==> src/hdl/mdsf_defines.svh <==
`ifndef MDSF_DEFINES_SVH
`define MDSF_DEFINES_SVH
// Register address of the status word
`define MDSF_ADDR_STATUS 7'h6f
// Status word bit positions
`define MDSF_BIT_STANDSTILL 31
`define MDSF_BIT_OPEN_B 30
`define MDSF_BIT_OPEN_A 29
`define MDSF_BIT_GND_B 28
`define MDSF_BIT_GND_A 27
`define MDSF_BIT_PREWARN 26
`define MDSF_BIT_THERMAL 25
`define MDSF_BIT_STALL 24
`define MDSF_RSV_HI 23
`define MDSF_RSV_LO 21
`define MDSF_CS_HI 20
`define MDSF_CS_LO 16
`define MDSF_BIT_FULLSTEP 15
`define MDSF_BIT_QUIET 14
`define MDSF_BIT_SUP_B 13
`define MDSF_BIT_SUP_A 12
// Standstill timeout in clocks
`define MDSF_STST_CLKS 32'h0010_0000
// Index of each pin input in the synchroniser vector
`define MDSF_IN_STEP 0
`define MDSF_IN_ENN 1
`define MDSF_IN_OPEN_A 2
`define MDSF_IN_OPEN_B 3
`define MDSF_IN_GND_A 4
`define MDSF_IN_GND_B 5
`define MDSF_IN_PREWARN 6
`define MDSF_IN_THERMAL 7
`define MDSF_NUM_PINS 8
// Reset values
`define MDSF_RST_WORD 32'h0000_0000
`define MDSF_RST_SYNC 8'h02
`endif

==> src/hdl/mdsf_pkg.sv <==
package mdsf_pkg;
  // Live current scale field
  typedef logic [4:0] mdsf_cs_t;
  // Load measurement result
  typedef logic [9:0] mdsf_load_t;
  // One register word
  typedef logic [31:0] mdsf_word_t;
  // Drop measurement sample
  typedef logic [7:0] mdsf_drop_t;
  // Per-phase flag pair, bit 0 phase A, bit 1 phase B
  typedef logic [1:0] mdsf_pair_t;
endpackage

==> src/hdl/mdsf_status.sv <==
`include "mdsf_defines.svh"
`timescale 1ns/1ns
module mdsf_status #(
  parameter int STST_CLKS = `MDSF_STST_CLKS, // Idle clocks to standstill
  parameter int SUP_THR = 200, // Supply short threshold, drop units
  parameter int OFF_W = 4 // Off-time setting width
) (
  input wire logic mclk,
  input wire logic rst_n,
  input wire logic step_pin,
  input wire logic driver_enable_n_pin,
  input wire logic open_raw_a,
  input wire logic open_raw_b,
  input wire logic gnd_raw_a,
  input wire logic gnd_raw_b,
  input wire logic prewarn_raw,
  input wire logic thermal_raw,
  input wire logic [OFF_W-1:0] off_time_setting,
  input wire mdsf_pkg::mdsf_drop_t hs_drop_a,
  input wire mdsf_pkg::mdsf_drop_t hs_drop_b,
  input wire mdsf_pkg::mdsf_drop_t sense_drop_a,
  input wire mdsf_pkg::mdsf_drop_t sense_drop_b,
  input wire mdsf_pkg::mdsf_load_t load_measure_value,
  input wire logic speed_mode_on,
  input wire logic speed_mode_stall,
  input wire mdsf_pkg::mdsf_cs_t cs_actual,
  input wire logic fullstep_on,
  input wire logic quiet_mode_on,
  input wire logic [6:0] reg_addr,
  input wire logic reg_rd,
  output logic [31:0] rd_data,
  output logic rd_valid,
  output logic bridge_disable
);

  // Pin inputs gathered for one synchroniser loop
  logic [`MDSF_NUM_PINS-1:0] pin_raw;
  // First synchroniser stage, read only by the second
  logic [`MDSF_NUM_PINS-1:0] meta;
  // Second synchroniser stage, safe to use
  logic [`MDSF_NUM_PINS-1:0] pin_s;
  // Previous step level for edge detection
  logic step_prev;
  logic next_step_prev;

  assign pin_raw = {thermal_raw, prewarn_raw, gnd_raw_b, gnd_raw_a,
                    open_raw_b, open_raw_a, driver_enable_n_pin, step_pin};

  // Two flops per pin; enable pin resets high so driver starts disabled
  genvar gi;
  generate
    for (gi = 0; gi < `MDSF_NUM_PINS; gi++) begin : g_sync
      always_ff @(posedge mclk or negedge rst_n) begin
        if (!rst_n) begin
          meta[gi] <= 1'(`MDSF_RST_SYNC >> gi);
          pin_s[gi] <= 1'(`MDSF_RST_SYNC >> gi);
        end else begin
          meta[gi] <= pin_raw[gi];
          pin_s[gi] <= meta[gi];
        end
      end
    end
  endgenerate

  // Step edge is taken from the second stage and its delayed copy
  logic step_edge;
  assign step_edge = pin_s[`MDSF_IN_STEP] & ~step_prev;
  // Driver counts as disabled by zero off-time or the enable pin
  logic drv_off;
  assign drv_off = (off_time_setting == '0) | pin_s[`MDSF_IN_ENN];
  // Standstill counter, saturates so it never wraps into a false step
  logic [31:0] idle_cnt;
  logic [31:0] next_idle_cnt;
  logic standstill;
  logic next_standstill;

  always_comb begin
    next_step_prev = pin_s[`MDSF_IN_STEP];
    next_idle_cnt = idle_cnt;
    next_standstill = standstill;
    if (step_edge) begin
      // Fresh step restarts the idle interval
      next_idle_cnt = 32'h0000_0000;
      next_standstill = 1'b0;
    end else if (idle_cnt < 32'(STST_CLKS - 1)) begin
      next_idle_cnt = idle_cnt + 32'h0000_0001;
    end else begin
      // Timeout reached in any mode
      next_idle_cnt = 32'(STST_CLKS - 1);
      next_standstill = 1'b1;
    end
  end
  // Standstill registers
  always_ff @(posedge mclk or negedge rst_n) begin
    if (!rst_n) begin
      step_prev <= 1'b0;
      idle_cnt <= 32'h0000_0000;
      standstill <= 1'b0;
    end else begin
      step_prev <= next_step_prev;
      idle_cnt <= next_idle_cnt;
      standstill <= next_standstill;
    end
  end

  // Supply short compare includes the sense resistor drop
  mdsf_pkg::mdsf_pair_t sup_det;
  logic [8:0] sup_sum_a;
  logic [8:0] sup_sum_b;
  assign sup_sum_a = {1'b0, hs_drop_a} + {1'b0, sense_drop_a};
  assign sup_sum_b = {1'b0, hs_drop_b} + {1'b0, sense_drop_b};
  assign sup_det = {sup_sum_b > 9'(SUP_THR), sup_sum_a > 9'(SUP_THR)};
  // Ground detections per phase from synchronised comparators
  mdsf_pkg::mdsf_pair_t gnd_det;
  assign gnd_det = {pin_s[`MDSF_IN_GND_B], pin_s[`MDSF_IN_GND_A]};
  // Latched short flags per phase
  mdsf_pkg::mdsf_pair_t gnd_short;
  mdsf_pkg::mdsf_pair_t next_gnd_short;
  mdsf_pkg::mdsf_pair_t sup_short;
  mdsf_pkg::mdsf_pair_t next_sup_short;
  // Two latches per phase, ground and supply; a detection wins over a clear in the same cycle
  generate
    for (gi = 0; gi < 2; gi++) begin : g_short
      always_comb begin
        next_gnd_short[gi] = gnd_short[gi];
        next_sup_short[gi] = sup_short[gi];
        if (gnd_det[gi]) begin
          next_gnd_short[gi] = 1'b1;
        end else if (drv_off) begin
          next_gnd_short[gi] = 1'b0;
        end
        if (sup_det[gi]) begin
          next_sup_short[gi] = 1'b1;
        end else if (drv_off) begin
          next_sup_short[gi] = 1'b0;
        end
      end

      always_ff @(posedge mclk or negedge rst_n) begin
        if (!rst_n) begin
          gnd_short[gi] <= 1'b0;
          sup_short[gi] <= 1'b0;
        end else begin
          gnd_short[gi] <= next_gnd_short[gi];
          sup_short[gi] <= next_sup_short[gi];
        end
      end
    end
  endgenerate

  // Shared thermal flag, held until both temperature signals drop
  logic thermal_flag;
  logic next_thermal_flag;
  always_comb begin
    next_thermal_flag = thermal_flag;
    if (pin_s[`MDSF_IN_THERMAL]) begin
      next_thermal_flag = 1'b1;
    end else if (!pin_s[`MDSF_IN_PREWARN]) begin
      // Cooling below prewarning releases the lockout
      next_thermal_flag = 1'b0;
    end
  end
  // Thermal register
  always_ff @(posedge mclk or negedge rst_n) begin
    if (!rst_n) begin
      thermal_flag <= 1'b0;
    end else begin
      thermal_flag <= next_thermal_flag;
    end
  end

  // Stall is a live level; zero load means highest load
  logic stall_flag;
  logic next_stall_flag;
  // Registered copies of live indications, sampled once a clock
  logic [4:0] cs_q;
  logic [4:0] next_cs_q;
  logic fullstep_q;
  logic next_fullstep_q;
  logic quiet_q;
  logic next_quiet_q;
  always_comb begin
    next_stall_flag = (load_measure_value == '0)
                      | (speed_mode_on & speed_mode_stall);
    next_cs_q = cs_actual;
    next_fullstep_q = fullstep_on;
    next_quiet_q = quiet_mode_on;
  end
  // Live indication registers
  always_ff @(posedge mclk or negedge rst_n) begin
    if (!rst_n) begin
      stall_flag <= 1'b0;
      cs_q <= 5'h00;
      fullstep_q <= 1'b0;
      quiet_q <= 1'b0;
    end else begin
      stall_flag <= next_stall_flag;
      cs_q <= next_cs_q;
      fullstep_q <= next_fullstep_q;
      quiet_q <= next_quiet_q;
    end
  end

  // Bridge off on any short or thermal lockout; open load plays no part
  assign bridge_disable = (|gnd_short) | (|sup_short) | thermal_flag;
  // Status word assembly
  mdsf_pkg::mdsf_word_t status_word;
  always_comb begin
    status_word = `MDSF_RST_WORD;
    status_word[`MDSF_BIT_STANDSTILL] = standstill;
    status_word[`MDSF_BIT_OPEN_B] = pin_s[`MDSF_IN_OPEN_B];
    status_word[`MDSF_BIT_OPEN_A] = pin_s[`MDSF_IN_OPEN_A];
    status_word[`MDSF_BIT_GND_B] = gnd_short[1];
    status_word[`MDSF_BIT_GND_A] = gnd_short[0];
    status_word[`MDSF_BIT_PREWARN] = pin_s[`MDSF_IN_PREWARN];
    status_word[`MDSF_BIT_THERMAL] = thermal_flag;
    status_word[`MDSF_BIT_STALL] = stall_flag;
    // Reserved bits stay at the zero default
    status_word[`MDSF_CS_HI:`MDSF_CS_LO] = cs_q;
    status_word[`MDSF_BIT_FULLSTEP] = fullstep_q;
    status_word[`MDSF_BIT_QUIET] = quiet_q;
    status_word[`MDSF_BIT_SUP_B] = sup_short[1];
    status_word[`MDSF_BIT_SUP_A] = sup_short[0];
  end

  // Read port; there is no write path, so writes cannot change anything
  logic [31:0] next_rd_data;
  logic next_rd_valid;
  always_comb begin
    next_rd_valid = reg_rd;
    next_rd_data = 32'h0000_0000;
    if (reg_rd && reg_addr == `MDSF_ADDR_STATUS) begin
      next_rd_data = status_word;
    end
  end

  // Read registers
  always_ff @(posedge mclk or negedge rst_n) begin
    if (!rst_n) begin
      rd_data <= 32'h0000_0000;
      rd_valid <= 1'b0;
    end else begin
      rd_data <= next_rd_data;
      rd_valid <= next_rd_valid;
    end
  end
endmodule

==> config.mk <==
export PLATFORM = sky130hd
export DESIGN_NAME = mdsf_status
export DESIGN_NICKNAME = d
export VERILOG_FILES = /design/src/hdl/mdsf_pkg.sv /design/src/hdl/mdsf_status.sv
export VERILOG_INCLUDE_DIRS = /design/src /design/src/hdl
export SDC_FILE = /design/constraint.sdc
export NUM_CORES = 1
export LEC_CHECK = 0
export BUFFER_PORTS_ARGS = -buffer_cell sky130_fd_sc_hd__buf_2
export CAP_MARGIN = 20
export CORE_MARGIN = 3
export CORE_UTILIZATION = 50
export DETAILED_ROUTE_END_ITERATION = 8
export HOLD_SLACK_MARGIN = 0.03
export MAX_ROUTING_LAYER = met4
export PLACE_DENSITY = 0.84
export SLEW_MARGIN = 10
export SYNTH_ARGS = -nofsm -noshare
export SYNTH_HDL_FRONTEND = slang
export SYNTH_SLANG_ARGS = --single-unit
==> constraint.sdc <==
create_clock -name mclk -period 3.53 [get_ports mclk]
set_input_delay 0 -clock mclk [delete_from_list [all_inputs] [get_ports mclk]]
set_output_delay 0 -clock mclk [all_outputs]
set_load 0.01 [all_outputs]
Word-level counts from Yosys, hierarchy flattened
Index checks and enable logic that the tools add are counted.

cells by class
  add/sub/neg operators = 3
  order comparisons = 3
  equality and inequality tests = 3
  multiplexer cells = 12
  bitwise gates (word level) = 7
  reduce and logical (&&, ||, !) cells = 9

operators with widths
  cell                                                                             number
  32-bit 2-to-1 mux                                                                3
  32-bit by 1-bit adder with 32-bit output, second input constant                  1
  32-bit by 20-bit < comparator with 1-bit output, second input constant           1
  8-bit by 8-bit adder with 9-bit output                                           2
  9-bit by 8-bit greater-than comparator with 1-bit output, second input constant  2
  10-bit zero test                                                                 1
  1-bit 2-to-1 mux                                                                 9
  2-bit nonzero test                                                               4
  7-bit == test, second input constant                                             1
  4-bit zero test                                                                  1
  1-bit OR                                                                         4
  2-bit OR reduction                                                               2
  1-bit AND                                                                        2
  2-bit by 1-bit inequality test with 1-bit output, second input constant          1
  2-bit inequality test, second input constant                                     1
  1-bit logical AND                                                                1
  1-bit inverter                                                                   1

word-level totals
  register bits = 96
  input port bits = 73
  word-level logic and storage cells = 67

Logic depth before layout (Yosys ltp)
  depth after elaboration = 4
  depth in mapped cells = 8
  mapped depth without buffers = 8

Least setup slack after synthesis
No wires, ideal clock.

  path type = input-to-reg
  start point = input port hs_drop_a[0]
  end point = register sup_short[0] (netlist: status_word[12])
  library setup time = 132 ps
  arrival = 1455 ps
  data required time = 3398 ps
  slack = 1943 ps
  cell stages on the path = 8
  path through = ha_1 fa_1 xor2_1 nor3_1 mux2i_1 a221o_1 a21oi_1 o21ai_1

on the way
  longest elaborated chain between the ends = 3

RTL lines
  what                                                        line                source
  start, declared                                             mdsf_status.sv:19   input wire mdsf_pkg::mdsf_drop_t hs_drop_a,
  8-bit by 8-bit adder with 9-bit output *                    mdsf_status.sv:110  assign sup_sum_a = {1'b0, hs_drop_a} + {1'b0, sense_drop_a};
  9-bit by 8-bit greater-than comparator with 1-bit output *  mdsf_status.sv:112  assign sup_det = {sup_sum_b > 9'(SUP_THR), sup_sum_a > 9'(SUP_THR)};
  1-bit 2-to-1 mux or 2-bit nonzero test (tied branches)      -
  end signal, assigned by index                               mdsf_status.sv:145  sup_short[gi] <= next_sup_short[gi];
  end, declared                                               mdsf_status.sv:119  mdsf_pkg::mdsf_pair_t sup_short;

Every way passes the cells marked *; elsewhere a longest branch is shown, timed or not.
A chain may end at the register's enable or synchronous reset.

Worst setup path in the final report
  start point = register idle_cnt[0]
  end point = register idle_cnt[16]

on the way
  longest elaborated chain between the ends = 3

RTL lines
  what                                                                                                         line                                  source
  start, declared                                                                                              mdsf_status.sv:72                     logic [31:0] idle_cnt;
  start signal, assigned                                                                                       mdsf_status.sv:101                    idle_cnt <= next_idle_cnt;
  32-bit by 1-bit adder with 32-bit output or 32-bit by 20-bit < comparator with 1-bit output (tied branches)  mdsf_status.sv:86, mdsf_status.sv:85
  32-bit 2-to-1 mux *                                                                                          mdsf_status.sv:85                     end else if (idle_cnt < 32'(STST_CLKS - 1)) begin
  32-bit 2-to-1 mux *                                                                                          mdsf_status.sv:81                     if (step_edge) begin
  named net next_idle_cnt[16]                                                                                  mdsf_status.sv:73                     logic [31:0] next_idle_cnt;

The timed path passes the listed nets; every way through them passes the cells marked *.

==> impl_metrics.tcl <==
set metrics [dict create \
    status "completed" \
    fin_ws_ns 1.43 \
    routed_wl_um 6910 \
    crit_required_ns 3.71 \
    num-nets-final 531 \
    ys_seq_area_share_pct 56.1 \
    fin_setup_tns_ns 0 \
    syn_avg_cell_area_um2 11.9 \
    m1WireLength_um 2700 \
    cts_resized 0 \
    yosysUniqueCellTypes 48 \
    clockBufferDepth 2 \
    finalPower_w 0.00187 \
    synthesis.area_um2 3610 \
    cp_data_arrival_time_ns 2.29 \
    grt_pass1_vias 2709 \
    cts_buffers 9 \
    critical_path_buf_inv_count 0 \
    overflow 0 \
    crit_start "idle_cnt[0]" \
    start_util_pct 52.3 \
    die_area_um2 8290 \
    reg2reg_slack_ns 1.43 \
    power.leakage_nw 2.19 \
    synth_edf_count 0 \
    holdPathStages 4 \
    row_count 30 \
    critPathKind "reg -> reg" \
    post-route-period-util_pct 59.6 \
    cp_max_fo 20 \
    reg2reg_depth 6 \
    synth_top_area_cell "dfrtp_1" \
    setup_violations 0 \
    r2r-end "idle_cnt[16]" \
    slew-limit-headroom_pct 28.1 \
    ys_async_sr_fraction_pct 100 \
    via_count 2646 \
    highest_layer "met4" \
    die_h_um 91.0 \
    gp_congestion 0.832 \
    cts.sinks 81 \
    viasPerCell 4.90 \
    r2r-start "idle_cnt[0]" \
    holdCritStartpoint "hs_drop_b[7]" \
    antenna_left 0 \
    powerDensity_nw_per_um2 407 \
    ys.flop_type "dfrtp_1" \
    coreArea_um2 6910 \
    grt_pass1_wl_um 11900 \
    ios 107 \
    clk_pin_slew_ns 0.08 \
    clkLatencyLatePin_ns 0.34 \
    worst_path_largest_cell_delay_ns 0.85 \
    finalCriticalPeriod_ns 2.10 \
    synth_common_cells "dfrtp_1 (79), a21oi_2 (22), nor2_1 (19)" \
    grt_max_degree 82 \
    drv_slew 0 \
    fin_worst_hold_slack_ns 0.123 \
    cp-end-kind "register" \
    grt_antenna_before_repair 0 \
    die_x_um 91.0 \
    synth_top_area_share_pct 54.7 \
    worstHoldEndpoint "status_word[13]" \
    hold_viol 0 \
    vdd_drop_max_v 0.000182 \
    drive_gt1_share_pct 31.5 \
    root_buffer "clkbuf_8" \
    worst_pin_slew_ns 1.08 \
    crit_chain "ha_1, nand3_2, nor2_4, nand3_2, o21a_1, a21oi_2" \
    synth_seq_cells 81 \
    area_growth_pct 27.1 \
    cap_violations 0 \
    syn_inst 304 \
    fillers 567 \
    diodes 0 \
    fmax_ghz 0.476 \
    hp-class "in -> reg" \
    drtPass1Iterations 4 \
    fin_util_pct 66.5 \
    drc 0 \
    place_ws_ns 1.42 \
    drt_iter0_markers 90 \
    port_buffers 91 \
    yosys-top-cells-area "dfrtp_1 (55%), ha_1 (5.9%), a21oi_2 (5.3%)" \
    critPathSlowestCell "o21a_1" \
    rsz0062_at_grt "false" \
    wire_per_inst_um 12.8 \
    htreeDepth 3 \
    cp_top_family "compound AO/OA/AOI/OAI gates" \
    track_usage_pct 18.4 \
    cts_tree "built" \
    wl_met2_um 3710 \
    skew_ns 0.00791 \
    yosysMostFrequentCell "dfrtp_1" \
    yosys_warnings 0 \
    path_common_cell "nand3_2" \
    startpoint_type "register" \
    hpwl_um 4840 \
    wl_met3_um 347 \
]
worst max path at each step:
stage | to | slack [ns] | cells past startpoint
floorplan | status_word[12] | 1.94 | 8
global placement | idle_cnt[0] | 1.49 | 6
detailed placement | idle_cnt[16] | 1.42 | 6
CTS | standstill | 1.40 | 6
global route | idle_cnt[6] | 1.25 | 6
finish | idle_cnt[16] | 1.43 | 6
area by class of cell:
class	count	area (µm²)	share of cell area (%)
Clock buffer	11	141	3.08
Clock inverter	5	40.0	0.871
Inverter	7	26.3	0.572
Multi-Input combinational cell	222	1510	32.9
Sequential cell	81	2030	44.2
Tap cell	96	120	2.61
Timing Repair Buffer	118	726	15.8
stage by stage:
stage | cell area, µm² | cells
3_3_place_gp | 4150 | 498
4_1_cts | 4600 | 540
3_5_place_dp | 4150 | 498
2_1_floorplan | 3710 | 330
5_1_grt | 4600 | 540
6_report | 4600 | 540
power breakdown:
part / total [W] / switching [W] / internal [W]
sequential: 0.000994 / 0.0000238 / 0.000970
clock: 0.000603 / 0.000324 / 0.000279
combinational: 0.000272 / 0.000144 / 0.000128
total: 0.00187 / 0.000492 / 0.00138
kinds of logic (layout without fill, tap and decap cells):
group                    after synthesis  in the layout  share of synthesized area, %
other                                  1             27                         0.104
XOR/XNOR                              20             20                          4.85
buffers and inverters                 27            141                          4.78
flip-flops                            81             81                          56.1
AND/OR/NAND/NOR                       90             90                          13.5
multiplexers                           2              2                         0.554
AO/OA/AOI/OAI                         64             64                          13.1
adder cells (fa/ha/maj)               19             19                          6.99
cell usage in the layout, fill, tap and decap left out, types with 3 or more instances in the layout:
cell and n:
conb_1 27, nand2_1 14, a21oi_2 22, nor3_1 6, nand2b_1 3, o21a_1 4
xnor2_1 11, o21ai_0 6, o21ai_1 3, a21oi_1 9, nor2_1 19, and2_1 17
ha_1 17, a21o_1 5, clkbuf_8 10, nor4_1 7, dlygate4sd3_1 26, nand4_1 5
nand3_1 8, buf_2 90, inv_1 7, dfrtp_1 79, xor2_1 9
state kept, by name, summed over array words and instances (netlist names), 2 cells and up:
| name | cells |
|---|---|
| idle_cnt | 32 |
| rd_data | 17 |
| meta | 8 |
| cs_q | 5 |
| pin_s | 5 |
| gnd_det | 2 |
| gnd_short | 2 |
| status_word | 2 |
per-layer routing:
layer	vias to the layer above	GRT usage, %
li1	1288	-
met1	1253	20.0
met2	90	32.3
met3	15	3.65
met4	0	8.54
met5	-	-
timing repair:
| action | in CTS | in global routing |
|---|---|---|
| buffers inserted | 0 | 0 |
| hold buffers | 26 | 0 |
| hold endpoints to repair | 99 | 0 |
worst register-to-register path: cells and delay by family, from the launching register on:
kind / cells / cell delay [ns]
AO/OA/AOI/OAI: 2 / 0.96
flip-flops: 1 / 0.42
AND/OR/NAND/NOR: 3 / 0.31
adder cells (fa/ha/maj): 1 / 0.25
Note: power is estimated with default switching activity, not from simulation.
